===== config.mk =====
export PLATFORM = sky130hd
export DESIGN_NAME = hcc_classifier
export DESIGN_NICKNAME = d
export VERILOG_FILES = /design/src/hcc_pkg.sv /design/src/hcc_sync.sv /design/src/hcc_classifier.sv
export SDC_FILE = /design/constraint.sdc
export NUM_CORES = 1
export LEC_CHECK = 0
export BUFFER_PORTS_ARGS = -buffer_cell sky130_fd_sc_hd__buf_2
export CORE_MARGIN = 5
export CORE_UTILIZATION = 30
export CTS_CLUSTER_DIAMETER = 60
export DETAILED_ROUTE_END_ITERATION = 12
export SETUP_SLACK_MARGIN = 0.05
export SLEW_MARGIN = 10
export SYNTH_ARGS = -nofsm -noshare
export SYNTH_HDL_FRONTEND = slang
export SYNTH_SLANG_ARGS = --single-unit

===== constraint.sdc =====
create_clock -name i_ref_clk -period 2.09 [get_ports i_ref_clk]
set_input_delay 0.1045 -clock i_ref_clk [delete_from_list [all_inputs] [get_ports i_ref_clk]]
set_output_delay 0.1045 -clock i_ref_clk [all_outputs]
set_load 0.02 [all_outputs]

===== src/hcc_pkg.sv =====
/*
  Package for the halt code classifier: halt codes, event bit positions,
  carrier structs for the condition inputs and the halt report.
  Assumes a single processor clock domain.
*/
package hcc_pkg;

  localparam int HCC_CODE_W = 6;

  // Halt codes read by console firmware
  localparam logic [5:0] HCC_CODE_NONE = 6'h00;
  localparam logic [5:0] HCC_CODE_MCHK_ACV = 6'h10;
  localparam logic [5:0] HCC_CODE_KSNV_ACV = 6'h11;
  localparam logic [5:0] HCC_CODE_MCHK_MCHK = 6'h12;
  localparam logic [5:0] HCC_CODE_KSNV_MCHK = 6'h13;
  localparam logic [5:0] HCC_CODE_EXC_MODE5 = 6'h19;
  localparam logic [5:0] HCC_CODE_RET_MODE5 = 6'h1D;
  localparam logic [5:0] HCC_CODE_SELFTEST = 6'h3F;
  // Codes for sources whose table code is not available; arbitrary choices
  localparam logic [5:0] HCC_CODE_EXT_HALT = 6'h02;
  localparam logic [5:0] HCC_CODE_HALT_INSN = 6'h06;
  localparam logic [5:0] HCC_CODE_ISNV = 6'h07;
  localparam logic [5:0] HCC_CODE_MCHK_NORM = 6'h08;
  localparam logic [5:0] HCC_CODE_VEC_11 = 6'h09;
  localparam logic [5:0] HCC_CODE_VEC_10 = 6'h0A;
  localparam logic [5:0] HCC_CODE_CHM_IS = 6'h0B;

  // Current-mode and vector low-bit values that are illegal
  localparam logic [2:0] HCC_MODE_FIRST_BAD = 3'h5;
  localparam logic [1:0] HCC_VEC_BAD_11 = 2'h3;
  localparam logic [1:0] HCC_VEC_BAD_10 = 2'h2;

  // Event indicator positions in the system error status word
  localparam int HCC_SES_HALT_BIT = 15;
  localparam int HCC_SES_DCOK_BIT = 14;

  // Conditions sampled each cycle from the processor pipeline
  typedef struct packed {
    logic exc_start;
    logic ret_exec;
    logic [2:0] cur_mode;
    logic in_mchk;
    logic in_ksnv;
    logic in_normal_exc;
    logic mem_fault;
    logic mchk;
    logic halt_insn;
    logic kernel_mode;
    logic istack_invalid;
    logic vec_fetched;
    logic [1:0] vec_low;
    logic chm_exec;
    logic on_istack;
    logic selftest_fail;
  } hcc_cond_s;

  // Halt report seen by firmware
  typedef struct packed {
    logic halted;
    logic [5:0] code;
    logic [15:0] err_status;
  } hcc_report_s;

endpackage : hcc_pkg


===== src/hcc_sync.sv =====
/*
  Two flip-flop synchroniser for one backplane level.
  Assumes the input is asynchronous to i_ref_clk.
*/
`timescale 1ns/10ps
module hcc_sync (
  input wire logic i_ref_clk,
  input wire logic i_rst,
  input wire logic i_async,
  output logic o_sync
);
  logic stage1;

  // First stage read only by the second
  always_ff @(posedge i_ref_clk or posedge i_rst) begin
    if (i_rst) begin
      stage1 <= 1'b0;
      o_sync <= 1'b0;
    end else begin
      stage1 <= i_async;
      o_sync <= stage1;
    end
  end
endmodule : hcc_sync


===== src/hcc_classifier.sv =====
/*
  Halt code classifier: picks the halt cause, latches a six bit halt code
  and the backplane event indicators for console firmware.
  Assumes condition inputs are synchronous to i_ref_clk; backplane pins are
  asynchronous and pass through hcc_sync. Firmware restart is i_resume.
*/
`timescale 1ns/10ps
module hcc_classifier
  import hcc_pkg::*;
(
  input wire logic i_ref_clk,
  input wire logic i_rst,
  input wire hcc_cond_s i_cond,
  input wire logic i_backplane_halt_request,
  input wire logic i_backplane_dc_ok,
  input wire logic i_backplane_power_ok,
  input wire logic i_resume,
  input wire logic i_clear_status,
  output logic o_halt_pulse,
  output hcc_report_s o_report
);

  // Backplane causes lag their pins by two synchroniser stages; the edge compare against the previous level adds no stage.
  // A cause that arrives while halted is dropped; firmware must read the status flags.
  logic halt_req_s;
  logic dc_ok_s;
  logic power_ok_s;
  logic dc_ok_q;
  logic dc_dropped;
  logic dc_event;
  logic halt_edge_q;
  logic halt_event;
  logic next_hit;
  logic [5:0] next_code;
  logic halted;
  logic [5:0] code;
  logic [15:0] err_status;
  logic nest_cause;
  logic early_cause;
  logic mid_cause;
  logic late_cause;

  // Mode 5,6,7 maps to base, base+1, base+2
  function automatic logic [5:0] mode_code(input logic [5:0] base, input logic [2:0] mode);
    mode_code = base + {4'h0, 2'(mode - HCC_MODE_FIRST_BAD)};
  endfunction : mode_code

  function automatic logic mode_bad(input logic [2:0] mode);
    mode_bad = (mode >= HCC_MODE_FIRST_BAD);
  endfunction : mode_bad

  // Backplane levels come from other boards, so synchronise them
  hcc_sync u_sync_halt (
    .i_ref_clk(i_ref_clk),
    .i_rst(i_rst),
    .i_async(i_backplane_halt_request),
    .o_sync(halt_req_s)
  );
  hcc_sync u_sync_dcok (
    .i_ref_clk(i_ref_clk),
    .i_rst(i_rst),
    .i_async(i_backplane_dc_ok),
    .o_sync(dc_ok_s)
  );
  hcc_sync u_sync_pok (
    .i_ref_clk(i_ref_clk),
    .i_rst(i_rst),
    .i_async(i_backplane_power_ok),
    .o_sync(power_ok_s)
  );

  // Dc-ok drop seen while power-ok holds; a power-ok loss is a power-up, not ours
  always_ff @(posedge i_ref_clk or posedge i_rst) begin
    if (i_rst) begin
      dc_ok_q <= 1'b0;
      dc_dropped <= 1'b0;
    end else begin
      dc_ok_q <= dc_ok_s;
      if (!power_ok_s) begin
        dc_dropped <= 1'b0;
      end else if (dc_ok_q && !dc_ok_s) begin
        dc_dropped <= 1'b1;
      end else if (dc_event) begin
        dc_dropped <= 1'b0;
      end
    end
  end

  // Previous halt request level; reset low matches the idle pin, so no false edge
  always_ff @(posedge i_ref_clk or posedge i_rst) begin
    if (i_rst) begin
      halt_edge_q <= 1'b0;
    end else begin
      halt_edge_q <= halt_req_s;
    end
  end

  assign dc_event = dc_dropped && power_ok_s && dc_ok_s && !dc_ok_q;
  assign halt_event = halt_req_s && !halt_edge_q;

  // Assertion helpers: causes that outrank the later table rows
  assign nest_cause = i_cond.selftest_fail
    || ((i_cond.in_mchk || i_cond.in_ksnv) && (i_cond.mchk || i_cond.mem_fault));
  assign early_cause = nest_cause
    || ((i_cond.exc_start || i_cond.ret_exec) && mode_bad(i_cond.cur_mode));
  assign mid_cause = early_cause || (i_cond.in_normal_exc && i_cond.mchk)
    || (i_cond.exc_start && i_cond.istack_invalid);
  assign late_cause = mid_cause || (i_cond.vec_fetched
    && (i_cond.vec_low == HCC_VEC_BAD_11 || i_cond.vec_low == HCC_VEC_BAD_10));

  // Priority: nested failures first, then mode checks, then plain exceptions
  always_comb begin
    next_hit = 1'b1;
    next_code = HCC_CODE_NONE;
    if (i_cond.selftest_fail) begin
      next_code = HCC_CODE_SELFTEST;
    end else if (i_cond.in_mchk && i_cond.mchk) begin
      next_code = HCC_CODE_MCHK_MCHK;
    end else if (i_cond.in_ksnv && i_cond.mchk) begin
      next_code = HCC_CODE_KSNV_MCHK;
    end else if (i_cond.in_mchk && i_cond.mem_fault) begin
      next_code = HCC_CODE_MCHK_ACV;
    end else if (i_cond.in_ksnv && i_cond.mem_fault) begin
      next_code = HCC_CODE_KSNV_ACV;
    end else if (i_cond.exc_start && mode_bad(i_cond.cur_mode)) begin
      next_code = mode_code(HCC_CODE_EXC_MODE5, i_cond.cur_mode);
    end else if (i_cond.ret_exec && mode_bad(i_cond.cur_mode)) begin
      next_code = mode_code(HCC_CODE_RET_MODE5, i_cond.cur_mode);
    end else if (i_cond.in_normal_exc && i_cond.mchk) begin
      next_code = HCC_CODE_MCHK_NORM;
    end else if (i_cond.exc_start && i_cond.istack_invalid) begin
      next_code = HCC_CODE_ISNV;
    end else if (i_cond.vec_fetched && i_cond.vec_low == HCC_VEC_BAD_11) begin
      next_code = HCC_CODE_VEC_11;
    end else if (i_cond.vec_fetched && i_cond.vec_low == HCC_VEC_BAD_10) begin
      next_code = HCC_CODE_VEC_10;
    end else if (i_cond.chm_exec && i_cond.on_istack) begin
      next_code = HCC_CODE_CHM_IS;
    end else if (i_cond.halt_insn && i_cond.kernel_mode) begin
      next_code = HCC_CODE_HALT_INSN;
    end else if (halt_event || dc_event) begin
      next_code = HCC_CODE_EXT_HALT;
    end else begin
      next_hit = 1'b0;
    end
  end

  // Halt state and code; code is only written on a new halt
  always_ff @(posedge i_ref_clk or posedge i_rst) begin
    if (i_rst) begin
      halted <= 1'b0;
      code <= HCC_CODE_NONE;
    end else if (!halted && next_hit) begin
      halted <= 1'b1;
      code <= next_code;
    end else if (halted && i_resume) begin
      halted <= 1'b0;
    end
  end

  // Event indicators: set wins over a firmware clear in the same cycle
  always_ff @(posedge i_ref_clk or posedge i_rst) begin
    if (i_rst) begin
      err_status <= 16'h0000;
    end else begin
      if (i_clear_status) begin
        err_status <= 16'h0000;
      end
      if (halt_event) begin
        err_status[HCC_SES_HALT_BIT] <= 1'b1;
      end
      if (dc_event) begin
        err_status[HCC_SES_DCOK_BIT] <= 1'b1;
      end
    end
  end

  assign o_halt_pulse = !halted && next_hit;
  assign o_report = '{halted: halted, code: code, err_status: err_status};

  a_code_nest_mchk: assert property (@(posedge i_ref_clk) disable iff (i_rst)
    (!halted && !i_cond.selftest_fail && i_cond.in_mchk && i_cond.mchk)
      |=> (halted && code == HCC_CODE_MCHK_MCHK))
    else $error("nested machine check code wrong");
  a_code_mchk_fault: assert property (@(posedge i_ref_clk) disable iff (i_rst)
    (!halted && !i_cond.selftest_fail && i_cond.in_mchk && !i_cond.mchk && i_cond.mem_fault)
      |=> code == HCC_CODE_MCHK_ACV)
    else $error("fault in machine check code wrong");
  a_code_ksnv_fault: assert property (@(posedge i_ref_clk) disable iff (i_rst)
    (!halted && !i_cond.selftest_fail && !i_cond.in_mchk && i_cond.in_ksnv && !i_cond.mchk
      && i_cond.mem_fault) |=> code == HCC_CODE_KSNV_ACV)
    else $error("fault in stack invalid code wrong");
  a_code_ksnv_mchk: assert property (@(posedge i_ref_clk) disable iff (i_rst)
    (!halted && !i_cond.selftest_fail && !i_cond.in_mchk && i_cond.in_ksnv && i_cond.mchk)
      |=> code == HCC_CODE_KSNV_MCHK)
    else $error("machine check in stack invalid code wrong");
  a_code_selftest: assert property (@(posedge i_ref_clk) disable iff (i_rst)
    (!halted && i_cond.selftest_fail) |=> (halted && code == HCC_CODE_SELFTEST))
    else $error("self-test halt code wrong");
  a_code_stable_held: assert property (@(posedge i_ref_clk) disable iff (i_rst)
    halted |=> (code == $past(code)))
    else $error("halt code changed while halted");
  a_halt_req_flag: assert property (@(posedge i_ref_clk) disable iff (i_rst)
    $rose(halt_req_s) |=> err_status[HCC_SES_HALT_BIT] && (halted || $past(halted)))
    else $error("halt request not flagged");
  a_dcok_halt: assert property (@(posedge i_ref_clk) disable iff (i_rst)
    dc_event |=> (err_status[HCC_SES_DCOK_BIT] && (halted || $past(halted))))
    else $error("dc-ok restart did not halt");
  a_mode_exc: assert property (@(posedge i_ref_clk) disable iff (i_rst)
    (o_halt_pulse && next_code >= HCC_CODE_EXC_MODE5 && next_code < HCC_CODE_RET_MODE5)
      |-> (i_cond.exc_start && mode_bad(i_cond.cur_mode)))
    else $error("mode halt without bad mode");
  a_halt_insn_kernel: assert property (@(posedge i_ref_clk) disable iff (i_rst)
    (!halted && i_cond.halt_insn && i_cond.kernel_mode) |=> halted)
    else $error("kernel halt instruction ignored");

  // Later table rows: the halt itself, then the code where nothing outranks them
  a_mode_ret: assert property (@(posedge i_ref_clk) disable iff (i_rst)
    (!halted && !nest_cause && !i_cond.exc_start && i_cond.ret_exec
      && mode_bad(i_cond.cur_mode)) |=> (halted && code - HCC_CODE_RET_MODE5
      == {3'h0, $past(i_cond.cur_mode) - HCC_MODE_FIRST_BAD}))
    else $error("return mode halt code wrong");
  a_isnv_halt: assert property (@(posedge i_ref_clk) disable iff (i_rst)
    (!halted && i_cond.exc_start && i_cond.istack_invalid) |=> halted)
    else $error("invalid interrupt stack did not halt");
  a_isnv_code: assert property (@(posedge i_ref_clk) disable iff (i_rst)
    (!halted && !early_cause && !(i_cond.in_normal_exc && i_cond.mchk) && i_cond.exc_start
      && i_cond.istack_invalid) |=> code == HCC_CODE_ISNV)
    else $error("invalid interrupt stack code wrong");
  a_mchk_norm: assert property (@(posedge i_ref_clk) disable iff (i_rst)
    (!halted && i_cond.in_normal_exc && i_cond.mchk) |=> halted)
    else $error("machine check in exception did not halt");
  a_mchk_norm_code: assert property (@(posedge i_ref_clk) disable iff (i_rst)
    (!halted && !early_cause && i_cond.in_normal_exc && i_cond.mchk)
      |=> code == HCC_CODE_MCHK_NORM)
    else $error("machine check in exception code wrong");
  a_vec_bad: assert property (@(posedge i_ref_clk) disable iff (i_rst)
    (!halted && i_cond.vec_fetched && (i_cond.vec_low == HCC_VEC_BAD_11
      || i_cond.vec_low == HCC_VEC_BAD_10)) |=> halted)
    else $error("bad vector did not halt");
  a_vec11_code: assert property (@(posedge i_ref_clk) disable iff (i_rst)
    (!halted && !mid_cause && i_cond.vec_fetched && i_cond.vec_low == HCC_VEC_BAD_11)
      |=> code == HCC_CODE_VEC_11)
    else $error("bad vector 11 code wrong");
  a_vec10_code: assert property (@(posedge i_ref_clk) disable iff (i_rst)
    (!halted && !mid_cause && i_cond.vec_fetched && i_cond.vec_low == HCC_VEC_BAD_10)
      |=> code == HCC_CODE_VEC_10)
    else $error("bad vector 10 code wrong");
  a_chm_istack: assert property (@(posedge i_ref_clk) disable iff (i_rst)
    (!halted && i_cond.chm_exec && i_cond.on_istack) |=> halted)
    else $error("change mode on interrupt stack did not halt");
  a_chm_code: assert property (@(posedge i_ref_clk) disable iff (i_rst)
    (!halted && !late_cause && i_cond.chm_exec && i_cond.on_istack)
      |=> code == HCC_CODE_CHM_IS)
    else $error("change mode halt code wrong");
  a_halt_insn_code: assert property (@(posedge i_ref_clk) disable iff (i_rst)
    (!halted && !late_cause && !(i_cond.chm_exec && i_cond.on_istack) && i_cond.halt_insn
      && i_cond.kernel_mode) |=> code == HCC_CODE_HALT_INSN)
    else $error("halt instruction code wrong");
  a_halt_req_halts: assert property (@(posedge i_ref_clk) disable iff (i_rst)
    (!halted && halt_event) |=> halted)
    else $error("halt request did not halt");
  a_status_set_wins: assert property (@(posedge i_ref_clk) disable iff (i_rst)
    (halt_event && i_clear_status) |=> err_status[HCC_SES_HALT_BIT])
    else $error("clear beat the halt request flag");
  a_status_clear: assert property (@(posedge i_ref_clk) disable iff (i_rst)
    (i_clear_status && !halt_event && !dc_event) |=> err_status == 16'h0000)
    else $error("status clear ignored");
  a_dcok_arm: assert property (@(posedge i_ref_clk) disable iff (i_rst)
    (power_ok_s && dc_ok_q && !dc_ok_s) |=> dc_dropped)
    else $error("dc-ok drop not noted");
  a_pok_disarm: assert property (@(posedge i_ref_clk) disable iff (i_rst)
    !power_ok_s |=> !dc_dropped)
    else $error("power loss left a dc-ok drop armed");
  a_resume_holds: assert property (@(posedge i_ref_clk) disable iff (i_rst)
    (halted && i_resume) |=> (!halted && code == $past(code)))
    else $error("resume lost the halt code");

  c_nested_mchk: cover property (@(posedge i_ref_clk) disable iff (i_rst)
    o_halt_pulse && next_code == HCC_CODE_MCHK_MCHK);
  c_ret_mode: cover property (@(posedge i_ref_clk) disable iff (i_rst)
    o_halt_pulse && i_cond.ret_exec && mode_bad(i_cond.cur_mode));
  c_dc_restart: cover property (@(posedge i_ref_clk) disable iff (i_rst) dc_event);
  c_clear_set: cover property (@(posedge i_ref_clk) disable iff (i_rst)
    halt_event && i_clear_status);
  c_resume_rehalt: cover property (@(posedge i_ref_clk) disable iff (i_rst)
    halted && i_resume ##[1:20] o_halt_pulse);

endmodule : hcc_classifier


==> results.yml <==
logic_synthesis:
  ys_ff_latch: 18
  ys_seq_area_share_pct: 43.6
  synthCells: 109
  synthArstFlopShare_pct: 100
  syn-cell-area_mm2: 0.00103
  avgSynthCellArea_um2: 9.48
  synth-edff-count: 0
  ys_warn_count: 0
  yosysUniqueCellTypes: 34
  ys.flop_type: "dfrtp_1"
cts:
  root_buffer: "clkbuf_4"
  cts.htree.levels: 1
  insertion_delay_ns: 0.29
  cts_tree: "done"
  numCtsBuffers: 3
  clk_path_buf_depth: 2
  clk_pin_slew_ns: 0.09
  cts_sinks: 18
sta:
  worstMarginPinSlew_ns: 0.667
  holdWs_ns: 0.161
  setup-violations-final: 0
  fin_skew_ns: 0.00436
  layout_min_cycle_time_ns: 1.81
  slew_viol_final: 0
  hold_viol_final: 0
  rsz0062_at_grt: "no"
  fmax_mhz: 552
  fin_setup_tns_ns: 0
  post-route-period-util_pct: 86.7
  max_slew_margin_pct: 55.5
layout:
  seq_area_um2: 450
  n_antenna_cell: 0
  largest_reg_flops: 6
  final_nets: 180
  drive_above_1_share_pct: 30.0
  biggestRegsByFlops: "code: 6 flops, err_status: 2 flops"
  fillers: 351
  syn2layout_area_growth_pct: 24.1
  multi_input_area_um2: 487
  regMostFlops: "code"
detailed_routing:
  drt_iter0_drc: 9
  wl_per_cell_um: 11.0
  drc: 0
  drtPass1Iterations: 4
  wl_um: 2160
  ant_nets: 0
  via_count: 869
  via_per_inst: 4.43
place:
  routabilityCongestion: 0.872
  io_buffers: 35
  dp_hpwl_um: 1810
critical_path:
  required_ns: 1.99
  worstReg2RegStart: "halt_edge_q$_DFF_PP0_"
  cp-start-kind: "register"
  r2r_slack_ns: 0.49
  endpoint_kind: "primary output"
  r2r_cells: 5
  path_max_fanout: 11
  r2r_end: "code[2]$_DFFE_PP0P_"
  crit_type: "register to primary output"
  critical_path_arrival_ns: 1.71
die:
  row_count: 21
  die_x_um: 68.7
  coreArea_mm2: 0.00334
  start_util_pct: 31.0
  num_io_pins: 50
  fp.dieH_um: 68.7
  die-area_mm2: 0.00472
global_route:
  grt_pass1_vias: 812
  grt_most_used_layer: "met2"
  grt_max_degree: 19
  use_met2_pct: 15.9
  antenna_found_initial: 0
  grtUsageMet1_pct: 11.3
  grt_pass1_wl_um: 3390
  grt_use_total_pct: 9.57
  use_met3_pct: 3.89
  grt_remaining_overflow: 0
min_path:
  worstHoldStart: "i_cond[10]"
  min_path_cells: 4
  hold-path-endpoint: "code[0]$_DFFE_PP0P_"
  hold_path_class: "input port to register"
power_and_ir_drop:
  peakVddDrop_uv: 447
  p_leak_uw: 0.000596
  p_per_area_mw_per_mm2: 608
job:
  maxCapViolations: 0
outcome:
  status: "completed"
## cells in the mapped netlist, drive strengths merged (2+ instances only)
cell	count	share of area, %
a31oi	2	1.8
dfrtp	18	44
nand2	4	1.5
a21oi	10	4.8
buf	16	12
o21ai	12	5.8
o21a	3	2.3
nand3	2	0.97
and2	2	1.3
ha	2	2.4
inv	8	2.9
nor3	3	1.5
nor2	10	3.6
## layout by cell type, fill, tap and decap left out
master         netlist  routed
o21a_1               2       2
inv_1                8       8
o211ai_1             1       1
nor2_1              10      10
nand3_1              2       2
o22a_1               1       1
nor3b_1              1       1
o21ai_0             12      12
a22o_1               1       1
dfrtp_1             18      18
nand4b_1             1       1
nor3_1               3       3
nand3b_1             1       1
maj3_1               1       1
clkbuf_4             0       3
conb_1               1      14
a31oi_4              0       1
or2b_2               1       1
ha_1                 2       2
nor2b_4              1       1
and2_1               1       1
dlygate4sd3_1        0       6
nor4b_1              1       1
a211oi_1             1       1
o21a_2               1       1
and4b_4              1       1
and2_2               1       1
a31oi_1              1       1
a22oi_1              1       1
xor2_1               1       1
o31ai_4              1       1
o21bai_1             1       1
buf_2                0      35
a21oi_1             10      10
nand2_1              4       4
## critical path, stage by stage (launching register included)
cell and delay [ns]:
dfrtp_1 0.37, or2b_2 0.29, and4b_4 0.22, a31oi_4 0.31, buf_2 0.23
## per-layer routing
metal  wire (µm)  up-vias
met5           0        -
met3         239        5
met2         971       34
met1         924      397
met4          20        0
li1            -      433
## cell families after synthesis
| group | synth area share [%] |
|---|---|
| simple gates | 15.5 |
| xor+xnor | 0.848 |
| compound gates | 21.4 |
| buf+inv | 14.9 |
| fa+ha+maj | 3.39 |
| other cells | 0.363 |
| flops | 43.6 |
## how the worst max path moves through the flow
stage	endpoint	depth (start not counted)	start	slack [ns]
6_report	o_halt_pulse	4	halt_edge_q$_DFF_PP0_	0.28
2_1_floorplan	code[4]$_DFFE_PP0P_	6	halt_edge_q$_DFF_PP0_	0.62
5_1_grt	o_halt_pulse	4	halt_edge_q$_DFF_PP0_	0.18
4_1_cts	o_halt_pulse	4	halt_edge_q$_DFF_PP0_	0.11
3_5_place_dp	code[2]$_DFFE_PP0P_	5	halt_edge_q$_DFF_PP0_	0.35
3_3_place_gp	code[0]$_DFFE_PP0P_	5	halt_edge_q$_DFF_PP0_	0.41
## layout make-up
cell class,count,area share [%]
Multi-Input combinational cell,80,38.0
Sequential cell,18,35.1
Timing Repair Buffer,41,18.3
Tap cell,46,4.49
Inverter,8,2.34
Clock buffer,3,1.76
## power breakdown
part	switching (µW)	leakage [µW]	internal (µW)
Sequential	16.4	0.000205	378
Clock	98.5	0.0000138	67.0
Combinational	136	0.000377	83.7
## what timing repair did
action | 4_1_cts | 5_1_grt
buffers inserted | 0 | 0
resized for setup | 0 | 1
setup endpoints to repair | 0 | 1
hold buffers | 6 | 0
endpoints found under the hold margin | 24 | 0
## per-stage QoR
| stage | instances | power [µW] | setup WS [ns] | instance area (µm²) | util [%] |
|---|---|---|---|---|---|
| 2_1_floorplan | 122 | 558 | 0.622 | 1080 | - |
| 3_3_place_gp | 187 | 607 | 0.409 | 1190 | 35.7 |
| 3_5_place_dp | 187 | 610 | 0.350 | 1190 | 35.7 |
| 4_1_cts | 196 | 789 | 0.106 | 1270 | 38.2 |
| 5_1_grt | 196 | 833 | 0.177 | 1280 | 38.4 |
| 6_report | 196 | 780 | 0.277 | 1280 | 38.4 |
No activity file was read; power rests on OpenSTA's default activity.
